--- src/sha_pkg.sv ---
`default_nettype none
package sha_pkg;
	// Register offsets on the plain register port
	localparam logic [2:0] REG_CMD = 3'h0;
	localparam logic [2:0] REG_DATA = 3'h1;
	localparam logic [2:0] REG_STAT = 3'h2;
	localparam logic [2:0] REG_INTR = 3'h3;

	// Status register bit positions
	localparam int ST_INVALID = 0;
	localparam int ST_EXT_MODE = 1;
	localparam int ST_REPLY_RDY = 2;
	localparam int ST_IDLE_RDY = 4;
	localparam int ST_TEST_FAIL = 6;
	localparam int ST_TEST_RUN = 7;
	// Interrupt register bit positions
	localparam int IR_COMPLETE = 2;
	localparam int IR_PENDING = 7;

	// Opcodes
	localparam logic [7:0] OP_MBOX24 = 8'h01;
	localparam logic [7:0] OP_INQ_SETUP = 8'h0d;
	localparam logic [7:0] OP_WR_FIFO = 8'h10;
	localparam logic [7:0] OP_WR_RAM = 8'h1a;
	localparam logic [7:0] OP_RD_RAM = 8'h1b;
	localparam logic [7:0] OP_RD_FIFO = 8'h1d;
	localparam logic [7:0] OP_ECHO = 8'h1f;
	localparam logic [7:0] OP_DIAG = 8'h20;
	localparam logic [7:0] OP_OPTIONS = 8'h21;
	localparam logic [7:0] OP_MBOX32 = 8'h81;
	localparam logic [7:0] OP_INQ_EXT = 8'h8d;

	// Transfer lengths in bytes
	localparam logic [6:0] RAM_LEN = 7'd64;
	localparam logic [6:0] FIFO_LEN = 7'd54;
	// Reply sizes
	localparam logic [7:0] INQ_BYTES = 8'd17;
	localparam logic [7:0] EXT_BYTES = 8'd4;

	// Self-test duration
	localparam int CLK_PERIOD_NS = 50;
	localparam int DIAG_TIME_NS = 100000;
	localparam int DIAG_CYCLES = (DIAG_TIME_NS + CLK_PERIOD_NS - 1) / CLK_PERIOD_NS;

	// Reset values
	localparam logic [7:0] MASK_RESET = 8'h00;
	localparam logic [7:0] MBOX_COUNT_RESET = 8'h00;

	typedef enum logic [5:0] {
		S_IDLE = 6'b000001,
		S_PARAM = 6'b000010,
		S_EXEC = 6'b000100,
		S_REPLY = 6'b001000,
		S_DMA = 6'b010000,
		S_DIAG = 6'b100000
	} sha_state_t;
endpackage
`default_nettype wire

--- src/sha_cmd.sv ---
// Our own choices: the strobed register port and the address map.
`default_nettype none
module sha_cmd #(
	parameter int DIAG_LEN = sha_pkg::DIAG_CYCLES,
	parameter logic [7:0] BUS_TYPE = 8'h45,
	parameter logic [7:0] BIOS_CODE = 8'h00,
	// Arbitrary neutral default
	parameter logic [15:0] SG_MAX = 16'h0080
) (
	input wire logic core_clk,
	input wire logic resetn,
	input wire logic [2:0] bus_addr,
	input wire logic [7:0] bus_wdata,
	input wire logic bus_wr,
	input wire logic bus_rd,
	output logic [7:0] bus_rdata,
	input wire logic [7:0] tgt_present,
	input wire logic [2:0] own_id,
	input wire logic [7:0] sync_agreed,
	input wire logic [23:0] sync_period,
	input wire logic [31:0] sync_offset,
	input wire logic cfg_sync_neg,
	input wire logic cfg_parity,
	input wire logic [7:0] diag_fail_count,
	output logic dma_req,
	output logic dma_to_host,
	output logic [23:0] dma_addr,
	output logic [6:0] dma_len,
	input wire logic dma_done,
	input wire logic dma_ok,
	output logic adapter_hard_reset,
	output logic [7:0] disconnect_mask,
	output logic [7:0] busy_retry_mask,
	output logic [7:0] mbox_count,
	output logic [31:0] mbox_base,
	output logic mbox_ext
);
	import sha_pkg::*;

	// The self-test counter is 16 bits wide, so longer runs cannot be timed
	if (DIAG_LEN < 2 || DIAG_LEN > 65536) begin : g_chk
		$error("DIAG_LEN must lie between 2 and 65536");
	end

	function automatic logic [8:0] param_count(input logic [7:0] op);
		unique case (op)
			OP_MBOX24: param_count = 9'd4;
			OP_INQ_SETUP, OP_ECHO, OP_OPTIONS, OP_INQ_EXT: param_count = 9'd1;
			OP_WR_RAM, OP_RD_RAM, OP_WR_FIFO, OP_RD_FIFO: param_count = 9'd3;
			OP_MBOX32: param_count = 9'd5;
			default: param_count = 9'd0;
		endcase
	endfunction

	function automatic logic [7:0] sync_byte(input logic present, input logic is_own, input logic agreed,
		input logic [2:0] period, input logic [3:0] offset);
		sync_byte = (present && !is_own) ? {agreed, period, offset} : 8'h00;
	endfunction

	logic rst_ff1, rst_n;
	always_ff @(posedge core_clk or negedge resetn) begin
		if (!resetn) begin
			rst_ff1 <= 1'b0;
			rst_n <= 1'b0;
		end else begin
			rst_ff1 <= 1'b1;
			rst_n <= rst_ff1;
		end
	end

	sha_state_t state;
	logic [7:0] opcode, pcnt, ridx, rlen, data_in;
	logic [8:0] pneed;
	logic [7:0] prm [0:4];
	logic reply_rdy, complete, pending, invalid, test_run, test_fail, idle_rdy;
	logic [15:0] diag_cnt;

	wire wr_cmd = bus_wr && bus_addr == REG_CMD;
	wire rd_data = bus_rd && bus_addr == REG_DATA;
	wire clr_intr = bus_wr && bus_addr == REG_INTR;
	wire st_exec = state == S_EXEC;
	wire st_reply = state == S_REPLY;
	wire is_dma = opcode == OP_WR_RAM || opcode == OP_RD_RAM || opcode == OP_WR_FIFO || opcode == OP_RD_FIFO;
	wire is_reply = opcode == OP_ECHO || opcode == OP_INQ_SETUP || opcode == OP_INQ_EXT;
	// The length byte of the options command redefines how many bytes follow
	wire first_opt = opcode == OP_OPTIONS && pcnt == 8'h00;
	wire last_param = first_opt ? bus_wdata == 8'h00 : {1'b0, pcnt} + 9'd1 == pneed;
	wire mbox_zero = opcode == OP_MBOX32 && prm[0] == 8'h00;
	wire diag_end = state == S_DIAG && diag_cnt == 16'(DIAG_LEN - 1);
	wire diag_bad = diag_fail_count != 8'h00;
	wire reply_load = st_reply && !reply_rdy && ridx != rlen;
	wire fin_exec = st_exec && !is_dma && !is_reply && opcode != OP_DIAG;
	wire fin_reply = st_reply && !reply_rdy && ridx == rlen;
	wire fin_dma = state == S_DMA && dma_done;
	wire finish = fin_exec || fin_reply || fin_dma || diag_end;
	wire cmd_bad = (fin_exec && (param_count(opcode) == 9'd0 && opcode != OP_DIAG || mbox_zero)) ||
		(fin_dma && !dma_ok);

	// Setup inquiry reply image
	logic [7:0] inq [0:16];
	assign inq[0] = {6'h00, cfg_parity, cfg_sync_neg};
	assign inq[1] = 8'h00;
	assign inq[2] = 8'h00;
	assign inq[3] = 8'h00;
	assign inq[4] = mbox_count;
	assign inq[5] = mbox_base[23:16];
	assign inq[6] = mbox_base[15:8];
	assign inq[7] = mbox_base[7:0];
	for (genvar t = 0; t < 8; t++) begin : g_sync
		assign inq[8 + t] = sync_byte(tgt_present[t], own_id == 3'(t), sync_agreed[t],
			sync_period[3 * t +: 3], sync_offset[4 * t +: 4]);
	end
	assign inq[16] = disconnect_mask;

	logic [7:0] ext [0:3];
	assign ext[0] = BUS_TYPE;
	assign ext[1] = BIOS_CODE;
	assign ext[2] = SG_MAX[7:0];
	assign ext[3] = SG_MAX[15:8];

	wire [7:0] inq_sel = ridx < INQ_BYTES ? inq[ridx[4:0]] : 8'h00;
	wire [7:0] ext_sel = ridx < EXT_BYTES ? ext[ridx[1:0]] : 8'h00;
	wire [7:0] reply_byte = opcode == OP_ECHO ? prm[0] : opcode == OP_INQ_SETUP ? inq_sel : ext_sel;

	wire [7:0] stat_word = {test_run, test_fail, 1'b0, idle_rdy, 1'b0, reply_rdy, mbox_ext, invalid};
	wire [7:0] intr_word = {pending, 4'h0, complete, 2'b00};
	wire [7:0] rd_mux = bus_addr == REG_DATA ? data_in : bus_addr == REG_STAT ? stat_word :
		bus_addr == REG_INTR ? intr_word : 8'h00;

	// Hardware sets win over software clears in the same cycle
	wire next_complete = finish || (complete && !(clr_intr && bus_wdata[IR_COMPLETE]));
	wire next_pending = finish || (pending && !(clr_intr && bus_wdata[IR_PENDING]));
	wire next_reply_rdy = reply_load || (diag_end && diag_bad) || (reply_rdy && !rd_data);

	always_ff @(posedge core_clk or negedge rst_n) begin
		if (!rst_n) begin
			bus_rdata <= 8'h00;
			complete <= 1'b0;
			pending <= 1'b0;
			reply_rdy <= 1'b0;
		end else begin
			bus_rdata <= bus_rd ? rd_mux : 8'h00;
			complete <= next_complete;
			pending <= next_pending;
			reply_rdy <= next_reply_rdy;
		end
	end

	always_ff @(posedge core_clk or negedge rst_n) begin
		if (!rst_n) begin
			state <= S_IDLE;
			opcode <= 8'h00;
			pcnt <= 8'h00;
			pneed <= 9'd0;
			for (int i = 0; i < 5; i++) begin
				prm[i] <= 8'h00;
			end
		end else begin
			unique case (state)
				S_IDLE: if (wr_cmd) begin
					opcode <= bus_wdata;
					pcnt <= 8'h00;
					pneed <= param_count(bus_wdata);
					state <= param_count(bus_wdata) == 9'd0 ? S_EXEC : S_PARAM;
				end
				S_PARAM: if (wr_cmd) begin
					if (pcnt < 8'd5) begin
						prm[pcnt[2:0]] <= bus_wdata;
					end
					if (first_opt) begin
						pneed <= 9'd1 + {1'b0, bus_wdata};
					end
					pcnt <= pcnt + 8'd1;
					if (last_param) begin
						state <= S_EXEC;
					end
				end
				S_EXEC: state <= is_dma ? S_DMA : is_reply ? S_REPLY : opcode == OP_DIAG ? S_DIAG : S_IDLE;
				S_REPLY: if (fin_reply) begin
					state <= S_IDLE;
				end
				S_DMA: if (dma_done) begin
					state <= S_IDLE;
				end
				S_DIAG: if (diag_end) begin
					state <= S_IDLE;
				end
				default: state <= S_IDLE;
			endcase
		end
	end

	always_ff @(posedge core_clk or negedge rst_n) begin
		if (!rst_n) begin
			ridx <= 8'h00;
			rlen <= 8'h00;
			data_in <= 8'h00;
		end else if (st_exec) begin
			ridx <= 8'h00;
			rlen <= opcode == OP_ECHO ? 8'd1 : prm[0];
		end else if (reply_load) begin
			data_in <= reply_byte;
			ridx <= ridx + 8'd1;
		end else if (diag_end && diag_bad) begin
			data_in <= diag_fail_count;
		end
	end

	always_ff @(posedge core_clk or negedge rst_n) begin
		if (!rst_n) begin
			dma_req <= 1'b0;
			dma_to_host <= 1'b0;
			dma_addr <= 24'h000000;
			dma_len <= 7'd0;
		end else if (st_exec && is_dma) begin
			dma_req <= 1'b1;
			dma_to_host <= opcode == OP_RD_RAM || opcode == OP_RD_FIFO;
			dma_addr <= {prm[0], prm[1], prm[2]};
			dma_len <= opcode == OP_WR_RAM || opcode == OP_RD_RAM ? RAM_LEN : FIFO_LEN;
		end else if (dma_done) begin
			dma_req <= 1'b0;
		end
	end

	// A diagnostic acts as a hard reset, so the options and mailbox setup are lost
	always_ff @(posedge core_clk or negedge rst_n) begin
		if (!rst_n) begin
			disconnect_mask <= MASK_RESET;
			busy_retry_mask <= MASK_RESET;
			mbox_count <= MBOX_COUNT_RESET;
			mbox_base <= 32'h00000000;
			mbox_ext <= 1'b0;
		end else if (st_exec && opcode == OP_DIAG) begin
			disconnect_mask <= MASK_RESET;
			busy_retry_mask <= MASK_RESET;
			mbox_count <= MBOX_COUNT_RESET;
			mbox_base <= 32'h00000000;
			mbox_ext <= 1'b0;
		end else if (state == S_PARAM && wr_cmd && opcode == OP_OPTIONS) begin
			if (pcnt == 8'd1) begin
				disconnect_mask <= bus_wdata;
			end
			if (pcnt == 8'd2) begin
				busy_retry_mask <= bus_wdata;
			end
		end else if (st_exec && opcode == OP_MBOX24) begin
			mbox_count <= prm[0];
			mbox_base <= {8'h00, prm[1], prm[2], prm[3]};
			mbox_ext <= 1'b0;
		end else if (st_exec && opcode == OP_MBOX32 && !mbox_zero) begin
			mbox_count <= prm[0];
			mbox_base <= {prm[4], prm[3], prm[2], prm[1]};
			mbox_ext <= 1'b1;
		end
	end

	always_ff @(posedge core_clk or negedge rst_n) begin
		if (!rst_n) begin
			invalid <= 1'b0;
			test_run <= 1'b0;
			test_fail <= 1'b0;
			idle_rdy <= 1'b1;
			diag_cnt <= 16'h0000;
			adapter_hard_reset <= 1'b0;
		end else begin
			adapter_hard_reset <= st_exec && opcode == OP_DIAG;
			diag_cnt <= state == S_DIAG ? diag_cnt + 16'h0001 : 16'h0000;
			if (wr_cmd && state == S_IDLE) begin
				invalid <= 1'b0;
				test_fail <= 1'b0;
				idle_rdy <= 1'b0;
			end else if (finish) begin
				invalid <= cmd_bad;
				idle_rdy <= 1'b1;
			end
			if (st_exec && opcode == OP_DIAG) begin
				test_run <= 1'b1;
			end else if (diag_end) begin
				test_run <= 1'b0;
				test_fail <= diag_bad;
			end
		end
	end
endmodule // sha_cmd
`default_nettype wire

--- config.mk ---
export PLATFORM = sky130hd
export DESIGN_NAME = sha_cmd
export DESIGN_NICKNAME = d
export VERILOG_FILES = /design/src/sha_pkg.sv /design/src/sha_cmd.sv
export SDC_FILE = /design/constraint.sdc
export NUM_CORES = 1
export LEC_CHECK = 0
export BUFFER_PORTS_ARGS = -buffer_cell sky130_fd_sc_hd__buf_2
export CAP_MARGIN = 20
export CORE_ASPECT_RATIO = 0.6
export CORE_MARGIN = 2
export CORE_UTILIZATION = 61
export CTS_CLUSTER_DIAMETER = 60
export DETAILED_ROUTE_END_ITERATION = 7
export MAX_ROUTING_LAYER = met4
export PLACE_DENSITY = 0.88
export SYNTH_ARGS = -nofsm -noshare
export SYNTH_HDL_FRONTEND = slang
export SYNTH_SLANG_ARGS = --single-unit
--- constraint.sdc ---
create_clock -name core_clk -period 11.8 [get_ports core_clk]
set_input_delay 0.59 -clock core_clk [delete_from_list [all_inputs] [get_ports core_clk]]
set_output_delay 0.59 -clock core_clk [all_outputs]
set_load 0.01 [all_outputs]
==> impl_summary.log <==
[metrics] Initial DRT Pass Iterations: 7
[metrics] number of nets in the layout: 1376
[metrics] FF+latch count, synth: 214
[metrics] launching element type of the critical path: flip-flop
[metrics] R2R Path End: busy_retry_mask[1]
[metrics] Global Route Usage Sum: 35.9%
[metrics] fraction of layout cells with a size suffix above 1: 24.5%
[metrics] Total Wirelength: 33.1 mm
[metrics] CP Data Arrival Time: 3.33 ns
[metrics] power density cells: 143 mW/mm^2
[metrics] number of H-tree branching levels: 1
[metrics] synthesis-to-finish area growth: 15.3%
[metrics] DIE HEIGHT: 108 um
[metrics] kind of capture point of the worst setup path: flip-flop
[metrics] pin count of the biggest net entering global routing: 201
[metrics] Slew Limit Fails: 0
[metrics] Row Count: 38
[metrics] die width: 178 um
[metrics] outcome: finished clean
[metrics] Routability Congestion: 0.973
[metrics] clock period minus worst slack: 2.98 ns
[metrics] number of endpoints failing setup at the final stage: 0
[metrics] post-layout total power: 1830 uW
[metrics] complex-gate fraction of the synthesized area: 13.2%
[metrics] clk_skew: 0.0104 ns
[metrics] multiplexer area fraction after synthesis: 10.2%
[metrics] max capacitance violation total: 0
[metrics] number of instances in the synthesized netlist: 1107
[metrics] count of placed standard cells including taps: 1477
[metrics] combined area of all synthesized cells: 0.0111 sq mm
[metrics] hold violation total from the final report: 0
[metrics] Mean Syn Cell Area: 10.0 sq um
[metrics] total negative slack: 0 ns
[metrics] data required time of the worst path: 12.15 ns
[metrics] basic-gate share of the synthesized area counting and, or, nand and nor cells: 19.1%
[metrics] static leakage: 0.00645 uW
[metrics] final instance count without filler cells: 1517
[metrics] starting density of the core: 61.9%
[metrics] first-pass GRT wire length: 52.0 mm
[metrics] clock tree sinks: 214
[metrics] Detailed Place HPWL: 23.1 mm
[metrics] DRC errors left: 0
[metrics] number of placed I/O pins: 201
[metrics] TritonCTS clock tree: yes
[metrics] clock edge transition at the registers on the reported setup and hold paths: 0.07 ns
[metrics] ratio of final minimum period to clock period: 25.3%
[metrics] via count of the first global-routing pass: 9428
[metrics] total gr overflow: 0
[metrics] Relative slew margins: 27.2%
[metrics] cell at the root of the clock tree: sky130_fd_sc_hd__clkbuf_16
[metrics] number of synthesis warnings: 0
[metrics] Vias: 9989
[metrics] routed length per instance: 21.8 um
[metrics] antenna violations before repair: 1
[metrics] post-layout util: 71.4%
[metrics] number of buffer cells added on primary ports: 198
[metrics] later-pin clock latency in the skew report: 0.51 ns
[metrics] post-synthesis share of cell area spent on xor and xnor gates: 3.48%
[metrics] classification of the worst-slack hold path: flip-flop to async pin
[metrics] maximum VDD drop: 0.126 mV
[metrics] Adder-Cell Fraction of Synth Area: 1.47%
[metrics] proportion of synthesized flip-flops having asynchronous set or reset: 100%
[metrics] maximum number of buffers from clock root to sink: 3
[metrics] remaining number of nets flagged by the antenna check after routing: 0
[metrics] launching point of the worst reg2reg path: state[1]
[metrics] number of buffers created by CTS: 21
[metrics] Primary FF master, synth: sky130_fd_sc_hd__dfrtp_1
[metrics] number of vias per cell: 6.58
[metrics] transition time at the pin with the least slew margin: 1.09 ns
[metrics] count of cells along the worst register-to-register path: 6
[metrics] RSZ-0062 raised after global routing: no
[metrics] path type of the worst setup path: flip-flop to flip-flop
[metrics] timing-limited maximum frequency: 336 MHz
[metrics] number of unique standard cell types used by synthesis: 87
[metrics] number of synthesized flops with an enable pin: 0
[metrics] flop2flop setup slack: 8.82 ns
[metrics] sequential element share of the synthesized area: 48.3%
[metrics] combinational family with the most area after synthesis: simple AND/OR/NAND/NOR gates
[metrics] number of DRC markers after the initial detailed-route iteration: 1531
[metrics] DIE AREA: 0.0193 sq mm
[metrics] Resized Gates After CTS: 0
[metrics] area of the core: 0.0179 sq mm
[metrics] CP Max Fanout: 32
-- sequential cells by signal (all words and copies together), names as in the netlist, 9 cells and up --
name       count
prm           40
mbox_base     32
dma_addr      24
diag_cnt      16
pneed          9
-- metal layers --
| layer | global-route usage (%) | vias up | part of all wire [%] |
|---|---|---|---|
| met3 | 9.49 | 87 | 13 |
| met2 | 48.1 | 714 | 42 |
| met1 | 53.6 | 4892 | 42 |
| li1 | - | 4296 | - |
| met4 | 10.1 | 0 | 2.6 |
| met5 | - | - | 0 |
-- cell type report --
type                            count  area (sq um)
Antenna cell                        1          2.50
Clock buffer                       31           603
Clock inverter                      7           100
Fill cell                        1272          5130
Inverter                           18          67.6
Multi-Input combinational cell    798          5270
Sequential cell                   214          5360
Tap cell                          240           300
Timing Repair Buffer              208          1080
-- per-stage QoR --
stage | setup WS, ns | hold WS, ns | cell area [sq um]
floorplan | 5.40 | 0.294 | 11100
global placement | 8.71 | 0.166 | 12100
detailed placement | 8.59 | 0.169 | 12100
CTS | 8.89 | 0.176 | 12800
global route | 8.75 | 0.191 | 12800
finish | 8.82 | 0.168 | 12800
-- cell families after synthesis --
logic type / Yosys count
other: 2
buffers and inverters: 96
adders and majority gates: 13
AOI/OAI and AO/OA: 211
muxes: 97
DFF: 214
xor gates and xnor gates: 44
and+or+nand+nor: 430
-- what timing repair did --
item	CTS	global route
setup buffers	0	0
hold endpoints to repair	2	0
hold buffers	1	0
-- placed cells by master, fill, tap and decap left out, types with 12 or more instances in the layout --
cell	instances
sky130_fd_sc_hd__dfrtp_1	211
sky130_fd_sc_hd__a221oi_1	18
sky130_fd_sc_hd__and3_1	14
sky130_fd_sc_hd__nand3_1	76
sky130_fd_sc_hd__nor2_1	85
sky130_fd_sc_hd__o21ai_0	57
sky130_fd_sc_hd__a211oi_1	14
sky130_fd_sc_hd__nand2_1	150
sky130_fd_sc_hd__nand4_1	15
sky130_fd_sc_hd__ha_1	13
sky130_fd_sc_hd__inv_1	16
sky130_fd_sc_hd__xor2_1	18
sky130_fd_sc_hd__nor3_1	12
sky130_fd_sc_hd__buf_2	198
sky130_fd_sc_hd__mux2_2	46
sky130_fd_sc_hd__clkbuf_16	21
sky130_fd_sc_hd__mux2i_1	36
sky130_fd_sc_hd__a21oi_1	25
sky130_fd_sc_hd__xnor2_1	26
-- power by group --
group | total, uW | internal [uW] | switching [uW]
clock network | 693 | 401 | 292
logic | 287 | 114 | 173
registers | 854 | 786 | 68.5
total | 1830 | 1300 | 534
-- worst max path at each step --
| stage | start | endpoint | depth (start not counted) |
|---|---|---|---|
| 6_report | state[1] | busy_retry_mask[1] | 6 |
| 3_3_place_gp | bus_addr[0] | prm[6] | 5 |
| 5_1_grt | state[3] | pcnt[2] | 6 |
| 3_5_place_dp | bus_addr[0] | prm[6] | 5 |
| 2_1_floorplan | rst_n | adapter_hard_reset | 0 |
| 4_1_cts | state[1] | busy_retry_mask[1] | 6 |
-- critical path: stages, from the launching register on --
cell	delay (ns)
sky130_fd_sc_hd__dfrtp_1	0.43
sky130_fd_sc_hd__or4_4	0.59
sky130_fd_sc_hd__or3b_4	0.52
sky130_fd_sc_hd__or2_1	0.25
sky130_fd_sc_hd__buf_4	0.25
sky130_fd_sc_hd__inv_2	0.56
sky130_fd_sc_hd__nor2_1	0.17
-- cell usage after synthesis, drive strengths merged, types with 7 or more instances --
master | n | area (sq um)
nand3 | 78 | 408
clkbuf | 38 | 143
a211oi | 14 | 105
nor2 | 85 | 319
a21o | 7 | 52.6
xor2 | 18 | 158
nand4 | 15 | 93.8
a22oi | 8 | 60.1
ha | 13 | 163
inv | 17 | 63.8
nor4 | 11 | 75.1
nor3 | 13 | 76.3
and3 | 14 | 87.6
a31oi | 10 | 62.6
o21ai | 65 | 329
xnor2 | 26 | 228
a311oi | 7 | 61.3
dfrtp | 212 | 5310
nand2 | 150 | 563
mux4 | 7 | 158
nor3b | 8 | 65.1
mux2 | 54 | 608
a21oi | 25 | 125
mux2i | 36 | 360
buf | 40 | 250
a221oi | 18 | 158
or3 | 9 | 56.3
Power figures use the tool's default switching activity.
